**src/hdl/bcpr_pkg.sv**
```systemverilog
// constants and state type for the buck control register bank
// assumes one clock domain; register access is decoded inside the bank
package bcpr_pkg;
	localparam int ADDR_W = 10;
	localparam logic [9:0] OFS_BUCKA_CONTROL = 10'h05D;
	localparam logic [9:0] OFS_BUCKB_CONTROL = 10'h05E;
	localparam logic [9:0] OFS_PAGE_CONTROL = 10'h080;
	localparam logic [9:0] OFS_BUCK_CURRENT_LIMIT = 10'h0D0;
	localparam logic [9:0] LOCK_FIRST = 10'h0D0;
	localparam logic [9:0] LOCK_LAST = 10'h14F;
	localparam logic [9:0] BASE_080 = 10'h080;
	localparam logic [9:0] BASE_100 = 10'h100;
	localparam logic [9:0] BASE_200 = 10'h200;
	localparam logic [7:0] RST_BUCKA_CONTROL = 8'h00;
	localparam logic [7:0] RST_BUCKB_CONTROL = 8'h00;
	localparam logic [7:0] RST_PAGE_CONTROL = 8'h00;
	localparam logic [7:0] RST_BUCK_CURRENT_LIMIT = 8'h00;
	localparam int BIT_ON = 0;
	localparam int BIT_ENSRC_LO = 1;
	localparam int BIT_PD_OFF = 3;
	localparam int BIT_VCHOICE = 4;
	localparam int BIT_VSRC_LO = 5;
	localparam int BIT_AUTO_RETURN = 7;
	localparam int BIT_WRITE_REPEAT = 6;
	localparam int ILIM_B_LO = 4;
	localparam logic [12:0] ILIM_BASE_MA = 13'h0FA0;
	localparam logic [12:0] ILIM_STEP_MA = 13'h00C8;
	localparam int N_INPUTS = 5;
	localparam int WARM_CYCLES = 3;

	typedef struct packed {
		logic [4:0] sync1;
		logic [4:0] sync2;
		logic [4:0] prev;
		logic [2:0] warm;
		logic [7:0] bucka;
		logic [7:0] buckb;
		logic [7:0] page;
		logic [7:0] ilim;
		logic [12:0] ilim_ma;
		logic [7:0] rdata;
		logic ack;
	} bcpr_state_t;
endpackage

```
**src/hdl/bcpr_regs.sv**
```systemverilog
// buck control register bank: buck control, page control, current limit
// assumes a same-clock access port from the serial front end and raw control pins
// Summary of operation
// [RULE1] buck A voltage input: none, 1, 2, 4
// [RULE2] buck B voltage input, same encoding and behaviour
// [RULE3] assertion judged by each input's polarity bit
// [RULE4] bit 4 picks voltage setting A or B
// [RULE5] bit 3 set keeps pull-down off
// [RULE6] buck A enable input: none, 0, 1, 3
// [RULE7] buck B enable input, same encoding; bit 0 enables
// [RULE8] auto return clears page after access ends
// [RULE9] bit 6 picks page or repeated write
// [RULE10] I2C page windows 00x, 01x, 10x
// [RULE11] SPI page windows of 128 registers
// [RULE12] buck B limit 4000 mA plus 200 mA steps
// [RULE13] polarity 0 active low, 1 active high
// [RULE14] lock refuses writes to 0xD0 through 0x14F
// [RULE15] reserved page codes select nothing
`timescale 1ns/1ns
`default_nettype none
module bcpr_regs
	import bcpr_pkg::*;
(
	input wire logic REF_CLK,
	input wire logic SYS_RST,
	input wire logic ACC_SPI,
	input wire logic [7:0] ACC_ADDR,
	input wire logic ACC_WR,
	input wire logic ACC_RD,
	input wire logic [7:0] ACC_WDATA,
	input wire logic ACC_END,
	output logic [7:0] ACC_RDATA,
	output logic ACC_ACK,
	input wire logic [4:0] CONTROL_IN,
	input wire logic [4:0] INPUT_POLARITY,
	input wire logic WRITE_LOCK,
	output logic BUCKA_ON,
	output logic BUCKB_ON,
	output logic BUCKA_USE_SETTING_B,
	output logic BUCKB_USE_SETTING_B,
	output logic BUCKA_PULLDOWN,
	output logic BUCKB_PULLDOWN,
	output logic [12:0] BUCKB_PHASE_LIMIT_MA,
	output logic WRITE_REPEAT
);
	bcpr_state_t r;
	bcpr_state_t next_r;
	logic [9:0] full_addr;
	logic addr_ok;
	logic locked_hit;
	logic [4:0] act;
	logic [4:0] rise;
	logic [4:0] fall;

	function automatic logic [2:0] vsrc_index(input logic [1:0] code);
		case (code)
			2'b01: vsrc_index = 3'd1;
			2'b10: vsrc_index = 3'd2;
			default: vsrc_index = 3'd4;
		endcase
	endfunction

	function automatic logic [2:0] ensrc_index(input logic [1:0] code);
		case (code)
			2'b01: ensrc_index = 3'd0;
			2'b10: ensrc_index = 3'd1;
			default: ensrc_index = 3'd3;
		endcase
	endfunction

	// page window decode
	always_comb
	begin
		full_addr = 10'h000;
		addr_ok = 1'b0;
		if (ACC_SPI)
		begin
			case (r.page[2:0]) // [RULE11]
				3'b000:
				begin
					full_addr = {3'b000, ACC_ADDR[6:0]};
					addr_ok = 1'b1;
				end
				3'b001:
				begin
					full_addr = BASE_080 | {3'b000, ACC_ADDR[6:0]};
					addr_ok = 1'b1;
				end
				3'b010:
				begin
					full_addr = BASE_100 | {3'b000, ACC_ADDR[6:0]};
					addr_ok = 1'b1;
				end
				3'b100:
				begin
					full_addr = BASE_200 | {3'b000, ACC_ADDR[6:0]};
					addr_ok = 1'b1;
				end
				default:
				begin
					full_addr = 10'h000; // [RULE15]
					addr_ok = 1'b0;
				end
			endcase
		end
		else
		begin
			case (r.page[2:1]) // [RULE10]
				2'b00:
				begin
					full_addr = {2'b00, ACC_ADDR};
					addr_ok = 1'b1;
				end
				2'b01:
				begin
					full_addr = BASE_100 | {3'b000, ACC_ADDR[6:0]};
					addr_ok = !ACC_ADDR[7];
				end
				2'b10:
				begin
					full_addr = BASE_200 | {3'b000, ACC_ADDR[6:0]};
					addr_ok = !ACC_ADDR[7];
				end
				default:
				begin
					full_addr = 10'h000; // [RULE15]
					addr_ok = 1'b0;
				end
			endcase
		end
		locked_hit = WRITE_LOCK && full_addr >= LOCK_FIRST && full_addr <= LOCK_LAST; // [RULE14]
	end

	always_comb
	begin
		next_r = r;
		next_r.sync1 = CONTROL_IN;
		next_r.sync2 = r.sync1;
		next_r.warm = {r.warm[1:0], 1'b1};
		act = ~(r.sync2 ^ INPUT_POLARITY); // [RULE3] [RULE13]
		next_r.prev = act;
		// edges ignored until the synchroniser holds real pin values
		rise = r.warm[WARM_CYCLES - 1] ? (act & ~r.prev) : 5'h00;
		fall = r.warm[WARM_CYCLES - 1] ? (~act & r.prev) : 5'h00;
		next_r.ack = ACC_WR | ACC_RD;
		if (ACC_WR && addr_ok && !locked_hit) // [RULE14]
		begin
			case (full_addr)
				OFS_BUCKA_CONTROL: next_r.bucka = ACC_WDATA;
				OFS_BUCKB_CONTROL: next_r.buckb = ACC_WDATA;
				OFS_PAGE_CONTROL: next_r.page = ACC_WDATA;
				OFS_BUCK_CURRENT_LIMIT: next_r.ilim = ACC_WDATA;
				default: next_r.ilim = next_r.ilim;
			endcase
		end
		if (ACC_RD)
		begin
			if (!addr_ok)
				next_r.rdata = 8'h00;
			else
			begin
				case (full_addr)
					OFS_BUCKA_CONTROL: next_r.rdata = r.bucka;
					OFS_BUCKB_CONTROL: next_r.rdata = r.buckb;
					OFS_PAGE_CONTROL: next_r.rdata = r.page;
					OFS_BUCK_CURRENT_LIMIT: next_r.rdata = r.ilim;
					default: next_r.rdata = 8'h00;
				endcase
			end
		end
		// pin transitions win over a host write in the same cycle
		if (r.bucka[6:5] != 2'b00) // [RULE1]
		begin
			if (rise[vsrc_index(r.bucka[6:5])])
				next_r.bucka[BIT_VCHOICE] = 1'b1;
			else if (fall[vsrc_index(r.bucka[6:5])])
				next_r.bucka[BIT_VCHOICE] = 1'b0;
		end
		if (r.buckb[6:5] != 2'b00) // [RULE2]
		begin
			if (rise[vsrc_index(r.buckb[6:5])])
				next_r.buckb[BIT_VCHOICE] = 1'b1;
			else if (fall[vsrc_index(r.buckb[6:5])])
				next_r.buckb[BIT_VCHOICE] = 1'b0;
		end
		if (r.bucka[2:1] != 2'b00) // [RULE6]
		begin
			if (rise[ensrc_index(r.bucka[2:1])])
				next_r.bucka[BIT_ON] = 1'b1;
			else if (fall[ensrc_index(r.bucka[2:1])])
				next_r.bucka[BIT_ON] = 1'b0;
		end
		if (r.buckb[2:1] != 2'b00) // [RULE7]
		begin
			if (rise[ensrc_index(r.buckb[2:1])])
				next_r.buckb[BIT_ON] = 1'b1;
			else if (fall[ensrc_index(r.buckb[2:1])])
				next_r.buckb[BIT_ON] = 1'b0;
		end
		if (ACC_END && r.page[BIT_AUTO_RETURN]) // [RULE8]
			next_r.page[2:0] = 3'b000;
		next_r.ilim_ma = ILIM_BASE_MA + 13'(ILIM_STEP_MA * 13'(next_r.ilim[7:4])); // [RULE12]
	end

	always_ff @(posedge REF_CLK)
	begin
		if (SYS_RST)
		begin
			r <= '0;
			r.bucka <= RST_BUCKA_CONTROL;
			r.buckb <= RST_BUCKB_CONTROL;
			r.page <= RST_PAGE_CONTROL;
			r.ilim <= RST_BUCK_CURRENT_LIMIT;
			r.ilim_ma <= ILIM_BASE_MA;
		end
		else
			r <= next_r;
	end

	assign ACC_RDATA = r.rdata;
	assign ACC_ACK = r.ack;
	assign BUCKA_ON = r.bucka[BIT_ON];
	assign BUCKB_ON = r.buckb[BIT_ON];
	assign BUCKA_USE_SETTING_B = r.bucka[BIT_VCHOICE]; // [RULE4]
	assign BUCKB_USE_SETTING_B = r.buckb[BIT_VCHOICE]; // [RULE4]
	assign BUCKA_PULLDOWN = !r.bucka[BIT_ON] && !r.bucka[BIT_PD_OFF]; // [RULE5]
	assign BUCKB_PULLDOWN = !r.buckb[BIT_ON] && !r.buckb[BIT_PD_OFF]; // [RULE5]
	assign BUCKB_PHASE_LIMIT_MA = r.ilim_ma;
	assign WRITE_REPEAT = r.page[BIT_WRITE_REPEAT]; // [RULE9]
endmodule
`default_nettype wire

```
**config.mk**
```make
export PLATFORM = sky130hd
export DESIGN_NAME = bcpr_regs
export DESIGN_NICKNAME = d
export VERILOG_FILES = /design/src/hdl/bcpr_pkg.sv /design/src/hdl/bcpr_regs.sv
export SDC_FILE = /design/constraint.sdc
export NUM_CORES = 1
export LEC_CHECK = 0
export ABC_AREA = 1
export ABC_CLOCK_PERIOD_IN_PS = 8500
export BUFFER_PORTS_ARGS = -buffer_cell sky130_fd_sc_hd__buf_4
export CORE_AREA = 2 2 86 88
export DETAILED_ROUTE_END_ITERATION = 6
export DIE_AREA = 0 0 88 90
export PLACE_DENSITY = 0.89
export SYNTH_ARGS = -nofsm -noshare
export SYNTH_HDL_FRONTEND = slang
export SYNTH_SLANG_ARGS = --single-unit
```
**constraint.sdc**
```tcl
create_clock -name REF_CLK -period 8.5 [get_ports REF_CLK]
set_input_delay 2.55 -clock REF_CLK [delete_from_list [all_inputs] [get_ports REF_CLK]]
set_output_delay 2.55 -clock REF_CLK [all_outputs]
set_load 0.02 [all_outputs]
```
==> results of run 1 <==
-- where the power goes --
part / leakage (nW) / internal, mW / switching (mW)
clock: 0.109 / 0.178 / 0.115
combinational: 1.46 / 0.0228 / 0.0404
sequential: 0.545 / 0.320 / 0.00327
-- cell families after synthesis --
family,count (synthesis),share of synthesized area
buf+inv,120,0.135
flops,67,0.328
xor+xnor,8,0.0189
simple gates,211,0.266
compound gates,117,0.176
other cells,1,0.000916
fa+ha+maj,24,0.0752
-- cell type report --
type / instances / area (µm²) / share of cell area
clock inverter: 2 / 60.1 / 0.0129
timing repair buffer: 58 / 435 / 0.0936
multi-input combinational: 363 / 2210 / 0.474
clock buffer: 12 / 155 / 0.0334
sequential: 67 / 1340 / 0.288
tap: 99 / 124 / 0.0266
inverter: 87 / 329 / 0.0707
-- state kept, by name (all words and copies together) (netlist names) --
name / flops
BUCKA_USE_SETTING_B: 1
ACC_RDATA: 8
BUCKA_ON: 1
BUCKB_ON: 1
next_r: 7
r: 38
BUCKB_USE_SETTING_B: 1
ACC_ACK: 1
BUCKB_PHASE_LIMIT_MA: 8
WRITE_REPEAT: 1
-- critical path, stage by stage --
cell     delay, ns
buf_4         0.13
nor2_1        0.16
nand2_1       0.14
nand2_4       0.17
nand3_1       0.13
nor3_4        0.45
nand3_4       0.17
nand2_2       0.09
o21a_4        0.15
inv_1         0.05
ha_1          0.27
ha_1          0.17
inv_1         0.06
fa_1          0.48
inv_1         0.05
nor2_1        0.16
nand2_1       0.11
inv_1         0.06
nand2_1       0.06
nand3_1       0.08
nand3_1       0.07
-- Yosys cell counts (all sizes together), types with 2 or more instances --
cell type | n | area share
nand3 | 29 | 0.041
o211ai | 9 | 0.018
nor2 | 63 | 0.074
a211oi | 7 | 0.018
xor2 | 4 | 0.010
o21a | 2 | 0.0055
inv | 86 | 0.079
nor3 | 5 | 0.010
nand4 | 7 | 0.014
clkbuf | 7 | 0.0064
xnor2 | 4 | 0.0086
a31oi | 2 | 0.0031
o2111ai | 3 | 0.0064
o21ai | 44 | 0.056
dfxtp | 67 | 0.33
nand2 | 100 | 0.12
ha | 23 | 0.070
or2 | 3 | 0.0046
a21oi | 48 | 0.067
buf | 26 | 0.049
-- through the flow --
step	setup slack [ns]	hold WS, ns
after floorplan	3.17	0.388
after global placement	2.79	0.390
after detailed placement	2.67	0.392
after CTS	3.01	0.404
after global routing	2.70	0.427
final	2.96	0.405
-- layer usage --
layer | track usage | vias up | part of all wire
met4 | 0.113 | 0 | 0.034
met1 | 0.285 | 1694 | 0.41
met3 | 0.0735 | 39 | 0.071
met2 | 0.419 | 153 | 0.49
li1 | - | 1833 | -
met5 | 0 | - | 0
-- path summary, 6_finish.rpt --
check,startpoint,to,cells after the start
setup / recovery,ACC_SPI,BUCKB_PHASE_LIMIT_MA[11]$_SDFF_PP1_,21
hold / removal,next_r[55]$_DFF_P_,next_r[56]$_SDFF_PP0_,2
setup reg to reg,r[31]$_SDFFE_PP0P_,BUCKB_PHASE_LIMIT_MA[11]$_SDFF_PP1_,24
hold reg to reg,next_r[55]$_DFF_P_,next_r[56]$_SDFF_PP0_,2
-- cell usage in the layout (no fill, tap or decap), types with 13 or more instances in the layout --
cell type  instances
nand2_1           79
inv_1             77
dfxtp_1           67
buf_4             58
nor2_1            56
a21oi_1           41
o21ai_0           33
nand3_1           26
ha_1              23
nand2_2           13
==> results.toml, run 1 <==
[floorplanning]
die_area_mm2 = 0.00792
die_y_um = 90
start_util = 0.583
die_x_um = 88
placementRows = 31
ioPinCount = 62
placeableCoreArea_mm2 = 0.00702

[synth]
synth_area_mm2 = 0.00410
synth_edf_count = 0
synthDistinctLibCells = 53
synth-async-reset-ratio = 0
synth-seq-cells = 67
yosys_most_used_dff = "dfxtp_1"
postSynthCellCount = 548
synth_warnings = 0
avgSynthCellArea_um2 = 7.47
synth.yosys.seq_area_share = 0.328

[timing]
tns_ns = 0
post-route-period-util = 0.652
fmax_mhz = 180
min_period_ns = 5.54
finalSetupViolations = 0
relSlewSlack = 0.567
maxSlewViolCount = 0
skew_ns = 0.00793
hold_viol_final = 0
rsz0062_at_grt = "no"
worst_slew_pin_slew_ns = 0.648

[global_routing]
grt_pass1_vias = 3589
grt_overflow = 0
antenna_found_initial = 0
grt_usage = 0.249
grt_start_max_net_pins = 43
grt_pass1_wl_um = 15700

[setup_path]
worstPathMaxFanout = 12
start_kind = "primary input"
critPathKind = "primary input to flip-flop"
cp.required_ns = 8.71
r2r_slack_ns = 4.26
endpoint_kind = "flip-flop"
crit_arrival_ns = 5.76

[power]
p_leak_nw = 2.12
power_density_mw_per_mm2 = 146
peakVddDrop_mv = 0.0997
total_power_mw = 0.680

[place]
post-place-cells = 674
gp_congestion = 0.898
place_area_mm2 = 0.00444
dp_hpwl_um = 7070
place.port_buffers = 58

[detailed_routing]
wirelength_um = 9580
drtPass1Iterations = 4
vias = 3719
drt_iter0_drc = 252
wire_per_inst_um = 13.9
drc = 0
viasPerCell = 5.41
ant_nets = 0

[cells_and_area]
finalNonFillerCells = 688
drive_gt1_frac = 0.226
final_core_util = 0.663
design_area_mm2 = 0.00465
syn2layout_area_growth_pct = 13.6
fin_nets = 643
fillers = 583
diodes = 0

[status]
status = "completed"

[clock_network]
htree_levels = 3
cts_sinks = 67
clock_path_buffers = 2
hold_buffers = 0
cts_tree = "done"
clock_latency_ns = 0.34
ctsResizeCount = 0
cts_root_buf = "clkbuf_8"
numCtsBuffers = 9
path_clk_slew_ns = 0.07
postCtsSetupBuffers = 0

[hold_path]
hold_path_class = "flip-flop to flip-flop"

[job]
max-cap-violations = 0
(Power assumes the default switching activity.)
==> inputs of run 2 (changes only) <==
--- a/config.mk
+++ b/config.mk
@@ -6,12 +6,12 @@
 export NUM_CORES = 1
 export LEC_CHECK = 0
 export ABC_AREA = 1
-export ABC_CLOCK_PERIOD_IN_PS = 8500
+export ABC_CLOCK_PERIOD_IN_PS = 5140
 export BUFFER_PORTS_ARGS = -buffer_cell sky130_fd_sc_hd__buf_4
-export CORE_AREA = 2 2 86 88
+export CORE_AREA = 2 2 88 90
 export DETAILED_ROUTE_END_ITERATION = 6
-export DIE_AREA = 0 0 88 90
-export PLACE_DENSITY = 0.89
+export DIE_AREA = 0 0 90 92
+export PLACE_DENSITY = 0.86
 export SYNTH_ARGS = -nofsm -noshare
 export SYNTH_HDL_FRONTEND = slang
 export SYNTH_SLANG_ARGS = --single-unit
==> constraint.sdc (replaced) <==
create_clock -name REF_CLK -period 5.14 [get_ports REF_CLK]
set_input_delay 1.542 -clock REF_CLK [delete_from_list [all_inputs] [get_ports REF_CLK]]
set_output_delay 1.542 -clock REF_CLK [all_outputs]
set_load 0.02 [all_outputs]
==> results.toml, run 2 (synthesis gave the netlist of run 1 again) <==
[status]
status = "completed"

[timing]
worst_slew_pin_slew_ns = 0.669
min_period_ns = 4.38
maxSlewViolCount = 0
skew_ns = 0.00748
tns_ns = 0
finalSetupViolations = 0
hold_viol_final = 0
relSlewSlack = 0.554
post-route-period-util = 0.853
rsz0062_at_grt = "no"
fmax_mhz = 228

[detailed_routing]
wire_per_inst_um = 14.0
drtPass1Iterations = 7
wirelength_um = 9680
viasPerCell = 5.24
ant_nets = 0
drc = 0
vias = 3635
drt_iter0_drc = 227

[clock_network]
clock_latency_ns = 0.35
path_clk_slew_ns = 0.08
postCtsSetupBuffers = 0
cts_sinks = 67
clock_path_buffers = 2
cts_root_buf = "clkbuf_8"
cts_tree = "done"
htree_levels = 3
ctsResizeCount = 0
hold_buffers = 0
numCtsBuffers = 9

[cells_and_area]
seq_area_mm2 = 0.00134
largest_reg_flops = 38
multi_input_area_mm2 = 0.00221
diodes = 0
drive_gt1_frac = 0.231
fin_nets = 644
layout_commonest_cell = "nand2_1"
fillers = 651
largest_register = "r"
layout_common_cells = "79 x nand2_1, 77 x inv_1, 67 x dfxtp_1"
final_core_util = 0.630
syn2layout_area_growth_pct = 14.5

[global_routing]
grt_start_max_net_pins = 43
grt_usage = 0.231
grt_pass1_wl_um = 15300
grt_overflow = 0
antenna_found_initial = 0
grt_pass1_vias = 3322

[floorplanning]
start_util = 0.550
die_y_um = 92
die_x_um = 90
placementRows = 32
die_area_mm2 = 0.00828
ioPinCount = 62
placeableCoreArea_mm2 = 0.00745

[setup_path]
r2r-end = "BUCKB_PHASE_LIMIT_MA[11]$_SDFF_PP1_"
critPathLaunch = "ACC_SPI"
cp.required_ns = 5.36
endpoint_kind = "flip-flop"
worstPathMaxFanout = 7
crit_arrival_ns = 4.60
ff2ff_path_depth = 26
r2r_slack_ns = 1.22
regToRegStartpoint = "r[31]$_SDFFE_PP0P_"
start_kind = "primary input"
critPathKind = "primary input to flip-flop"

[power]
p_leak_nw = 2.13
peakVddDrop_mv = 0.160
power_density_mw_per_mm2 = 250

[hold_path]
hold_depth = 2
hp-start = "next_r[66]$_SDFF_PP0_"
holdPathEnd = "r[66]$_SDFF_PP0_"
hold_path_class = "flip-flop to flip-flop"

[place]
place.port_buffers = 58
gp_congestion = 0.953
dp_hpwl_um = 7160

[job]
max-cap-violations = 0
## run 2: cell types whose count changed in the layout (fill, tap and decap cells not counted), sizes merged
cell / delta
clkbuf: -3
clkinv: +3
buf: +1
bufinv: +1
clkinvlp: +1
## run 2: area by class of cell
class | instances | share of cell area
inverter | 87 | 0.0702
sequential | 67 | 0.286
clock buffer | 9 | 0.0264
tap | 102 | 0.0272
clock inverter | 7 | 0.0248
timing repair buffer | 59 | 0.0945
multi-input combinational | 363 | 0.471
## run 2: how the worst max path moves through the flow
stage / slack (ns) / to
floorplan: 0.82 / BUCKB_PHASE_LIMIT_MA[11]$_SDFF_PP1_
global placement: 0.54 / BUCKB_PHASE_LIMIT_MA[11]$_SDFF_PP1_
detailed placement: 0.40 / BUCKB_PHASE_LIMIT_MA[11]$_SDFF_PP1_
CTS: 0.76 / BUCKB_PHASE_LIMIT_MA[11]$_SDFF_PP1_
global route: 0.42 / BUCKB_PHASE_LIMIT_MA[11]$_SDFF_PP1_
finish: 0.76 / BUCKB_PHASE_LIMIT_MA[11]$_SDFF_PP1_
## run 2: through the flow
| step | instances | setup WS, ns | hold WS (ns) | instance area (µm²) | power (mW) |
|---|---|---|---|---|---|
| floorplan | 550 | 0.823 | 0.388 | 4100 | 0.613 |
| global placement | 678 | 0.543 | 0.391 | 4450 | 0.645 |
| detailed placement | 678 | 0.402 | 0.393 | 4450 | 0.649 |
| CTS | 694 | 0.765 | 0.400 | 4690 | 1.17 |
| global route | 694 | 0.423 | 0.414 | 4690 | 1.20 |
| finish | 694 | 0.757 | 0.396 | 4690 | 1.17 |
## run 2: power by group
part / total (mW) / switching [mW] / internal [mW]
Combinational: 0.103 / 0.0654 / 0.0377
Clock: 0.534 / 0.213 / 0.321
Sequential: 0.534 / 0.00544 / 0.529
## run 2: critical path, stage by stage
cell and delay, ns:
buf_4 0.13, inv_2 0.09, nand3_1 0.11, a21oi_1 0.20, nand3_2 0.10, a21oi_4 0.18
nand2_4 0.11, nand2_8 0.13, nor2_4 0.07, or2_1 0.22, inv_2 0.07, a21oi_1 0.05
ha_1 0.29, ha_1 0.17, inv_1 0.06, fa_1 0.48, inv_1 0.06, nor2_1 0.15
nand2_1 0.12, inv_1 0.06, nand2_1 0.06, nand3_1 0.08, nand3_1 0.07
## run 2: routing by layer
layer / up-vias / part of all wire / GRT usage
met2: 115 / 0.51 / 0.412
met1: 1666 / 0.41 / 0.268
met5: - / 0 / 0
met3: 26 / 0.055 / 0.0485
met4: 0 / 0.024 / 0.0974
li1: 1828 / - / -
==> inputs of run 3 (changes only) <==
--- a/config.mk
+++ b/config.mk
@@ -8,10 +8,10 @@
 export ABC_AREA = 1
 export ABC_CLOCK_PERIOD_IN_PS = 5140
 export BUFFER_PORTS_ARGS = -buffer_cell sky130_fd_sc_hd__buf_4
-export CORE_AREA = 2 2 88 90
+export CORE_AREA = 2 2 120 122
 export DETAILED_ROUTE_END_ITERATION = 6
-export DIE_AREA = 0 0 90 92
-export PLACE_DENSITY = 0.86
+export DIE_AREA = 0 0 122 124
+export PLACE_DENSITY = 0.54
 export SYNTH_ARGS = -nofsm -noshare
 export SYNTH_HDL_FRONTEND = slang
 export SYNTH_SLANG_ARGS = --single-unit
==> results.toml, run 3 (synthesis gave the netlist of run 1 again) <==
[detailed_routing]
wire_per_inst_um = 13.3
viasPerCell = 4.62
wirelength_um = 10300
drc = 0
drt_iter0_drc = 203
vias = 3570
drtPass1Iterations = 4
ant_nets = 0

[place]
dpl_worst_slack_ns = 0.392
gp_congestion = 0.814
dp_hpwl_um = 7760
place.port_buffers = 58
place_area_mm2 = 0.00455

[cells_and_area]
final_core_util = 0.355
largest_reg_flops = 38
fillers = 1470
layout_common_cells = "79 x nand2_1, 77 x inv_1, 67 x dfxtp_1"
layout_commonest_cell = "nand2_1"
diodes = 0
drive_gt1_frac = 0.230
syn2layout_area_growth_pct = 19.0
fin_nets = 644
seq_area_mm2 = 0.00134
multi_input_area_mm2 = 0.00221
design_area_mm2 = 0.00487
largest_register = "r"

[clock_network]
cts_root_buf = "clkbuf_16"
htree_levels = 3
ctsResizeCount = 0
path_clk_slew_ns = 0.06
clock_latency_ns = 0.34
hold_buffers = 0
clock_path_buffers = 2
numCtsBuffers = 9
postCtsSetupBuffers = 0
cts_sinks = 67
cts_tree = "done"

[timing]
maxSlewViolCount = 0
relSlewSlack = 0.518
setup_ws_ns = 0.735
finalSetupViolations = 0
worst_slew_pin_slew_ns = 0.722
fmax_mhz = 227
min_period_ns = 4.41
hold_viol_final = 0
post-route-period-util = 0.857
tns_ns = 0
skew_ns = 0.0117
rsz0062_at_grt = "no"

[setup_path]
slowest_delay_ns = 0.47
cp.required_ns = 5.33
start_kind = "primary input"
crit_chain = "buf_4, nor2_1, nand2_1, nand2_4, nand2_4, o21ai_2, nand2_2, nand2_4, nand2_8, nor2_4, or2_1, inv_2, a21oi_1, ha_1, ha_1, inv_1, fa_1, inv_1, nor2_1, nand2_1, inv_1, nand2_1, nand3_1, nand3_1"
crit_arrival_ns = 4.60
worstPathMaxFanout = 10
endpoint_kind = "flip-flop"
worst-path-buf-inv = 5
cp_top_family = "simple AND/OR/NAND/NOR gates"
critPathKind = "primary input to flip-flop"
slowest_stage = "fa_1"

[global_routing]
antenna_found_initial = 0
grt_pass1_vias = 3432
grt_usage = 0.143
grt_start_max_net_pins = 43
grt_pass1_wl_um = 16800
grt_overflow = 0

[floorplanning]
die_y_um = 124
placementRows = 43
placeableCoreArea_mm2 = 0.0137
ioPinCount = 62
die_x_um = 122
die_area_mm2 = 0.0151
start_util = 0.298

[power]
netSwitchingPower_mw = 0.308
p_leak_nw = 2.17
combPwrFrac = 0.079
netSwitchingFraction = 0.234
total_power_mw = 1.32
peakVddDrop_mv = 0.177
p_int_mw = 1.01
pwr-share-seq = 0.406
pwr-share-clk = 0.515
power_density_mw_per_mm2 = 270

[hold_path]
hold_path_class = "flip-flop to flip-flop"

[job]
max-cap-violations = 0

[status]
status = "completed"
-- run 3: cell types whose count changed in the layout (fill, tap and decap cells not counted), sizes merged --
cell / change
clkinv: -2
clkbuf: +2
inv: +1
bufinv: -1
-- run 3: area by class of cell --
| cell class | count | area share |
|---|---|---|
| clock buffers | 11 | 0.0498 |
| repair buffers | 59 | 0.0909 |
| inverters | 87 | 0.0675 |
| well taps | 180 | 0.0462 |
| multi-input cells | 363 | 0.453 |
| flip-flops and latches | 67 | 0.275 |
| clock inverters | 5 | 0.0175 |
-- run 3: per-stage QoR --
step,instances,hold slack [ns]
6_report,772,0.402
5_1_grt,772,0.411
4_1_cts,772,0.405
3_5_place_dp,756,0.395
2_1_floorplan,550,0.388
3_3_place_gp,756,0.391
-- run 3: per-layer routing --
| metal | GRT usage | wire (µm) |
|---|---|---|
| met3 | 0.0334 | 426 |
| met1 | 0.173 | 4620 |
| met4 | 0.0438 | 167 |
| met5 | 0 | 0 |
| met2 | 0.251 | 5080 |
-- run 3: path summary, 6_finish.rpt --
kind | start | to | slack (ns) | cells past startpoint
hold / removal | next_r[65]$_SDFF_PP0_ | r[65]$_SDFF_PP0_ | 0.40 | 2
hold reg to reg | next_r[65]$_SDFF_PP0_ | r[65]$_SDFF_PP0_ | 0.40 | 2
setup reg to reg | r[31]$_SDFFE_PP0P_ | BUCKB_PHASE_LIMIT_MA[11]$_SDFF_PP1_ | 1.22 | 26
setup / recovery | ACC_SPI | BUCKB_PHASE_LIMIT_MA[11]$_SDFF_PP1_ | 0.73 | 24
-- run 3: worst min-delay path, cell delays in order (launching register included) --
cell	delay (ns)
dfxtp_1	0.29
inv_1	0.04
nor2_1	0.03
-- run 3: power by group through the flow --
stage | clock [mW] | combinational [mW] | sequential, mW
final | 0.677 | 0.104 | 0.535
after global routing | 0.706 | 0.115 | 0.535
after CTS | 0.693 | 0.105 | 0.535
after detailed placement | 0 | 0.105 | 0.546
after global placement | 0 | 0.103 | 0.546
after floorplan | 0 | 0.0676 | 0.545
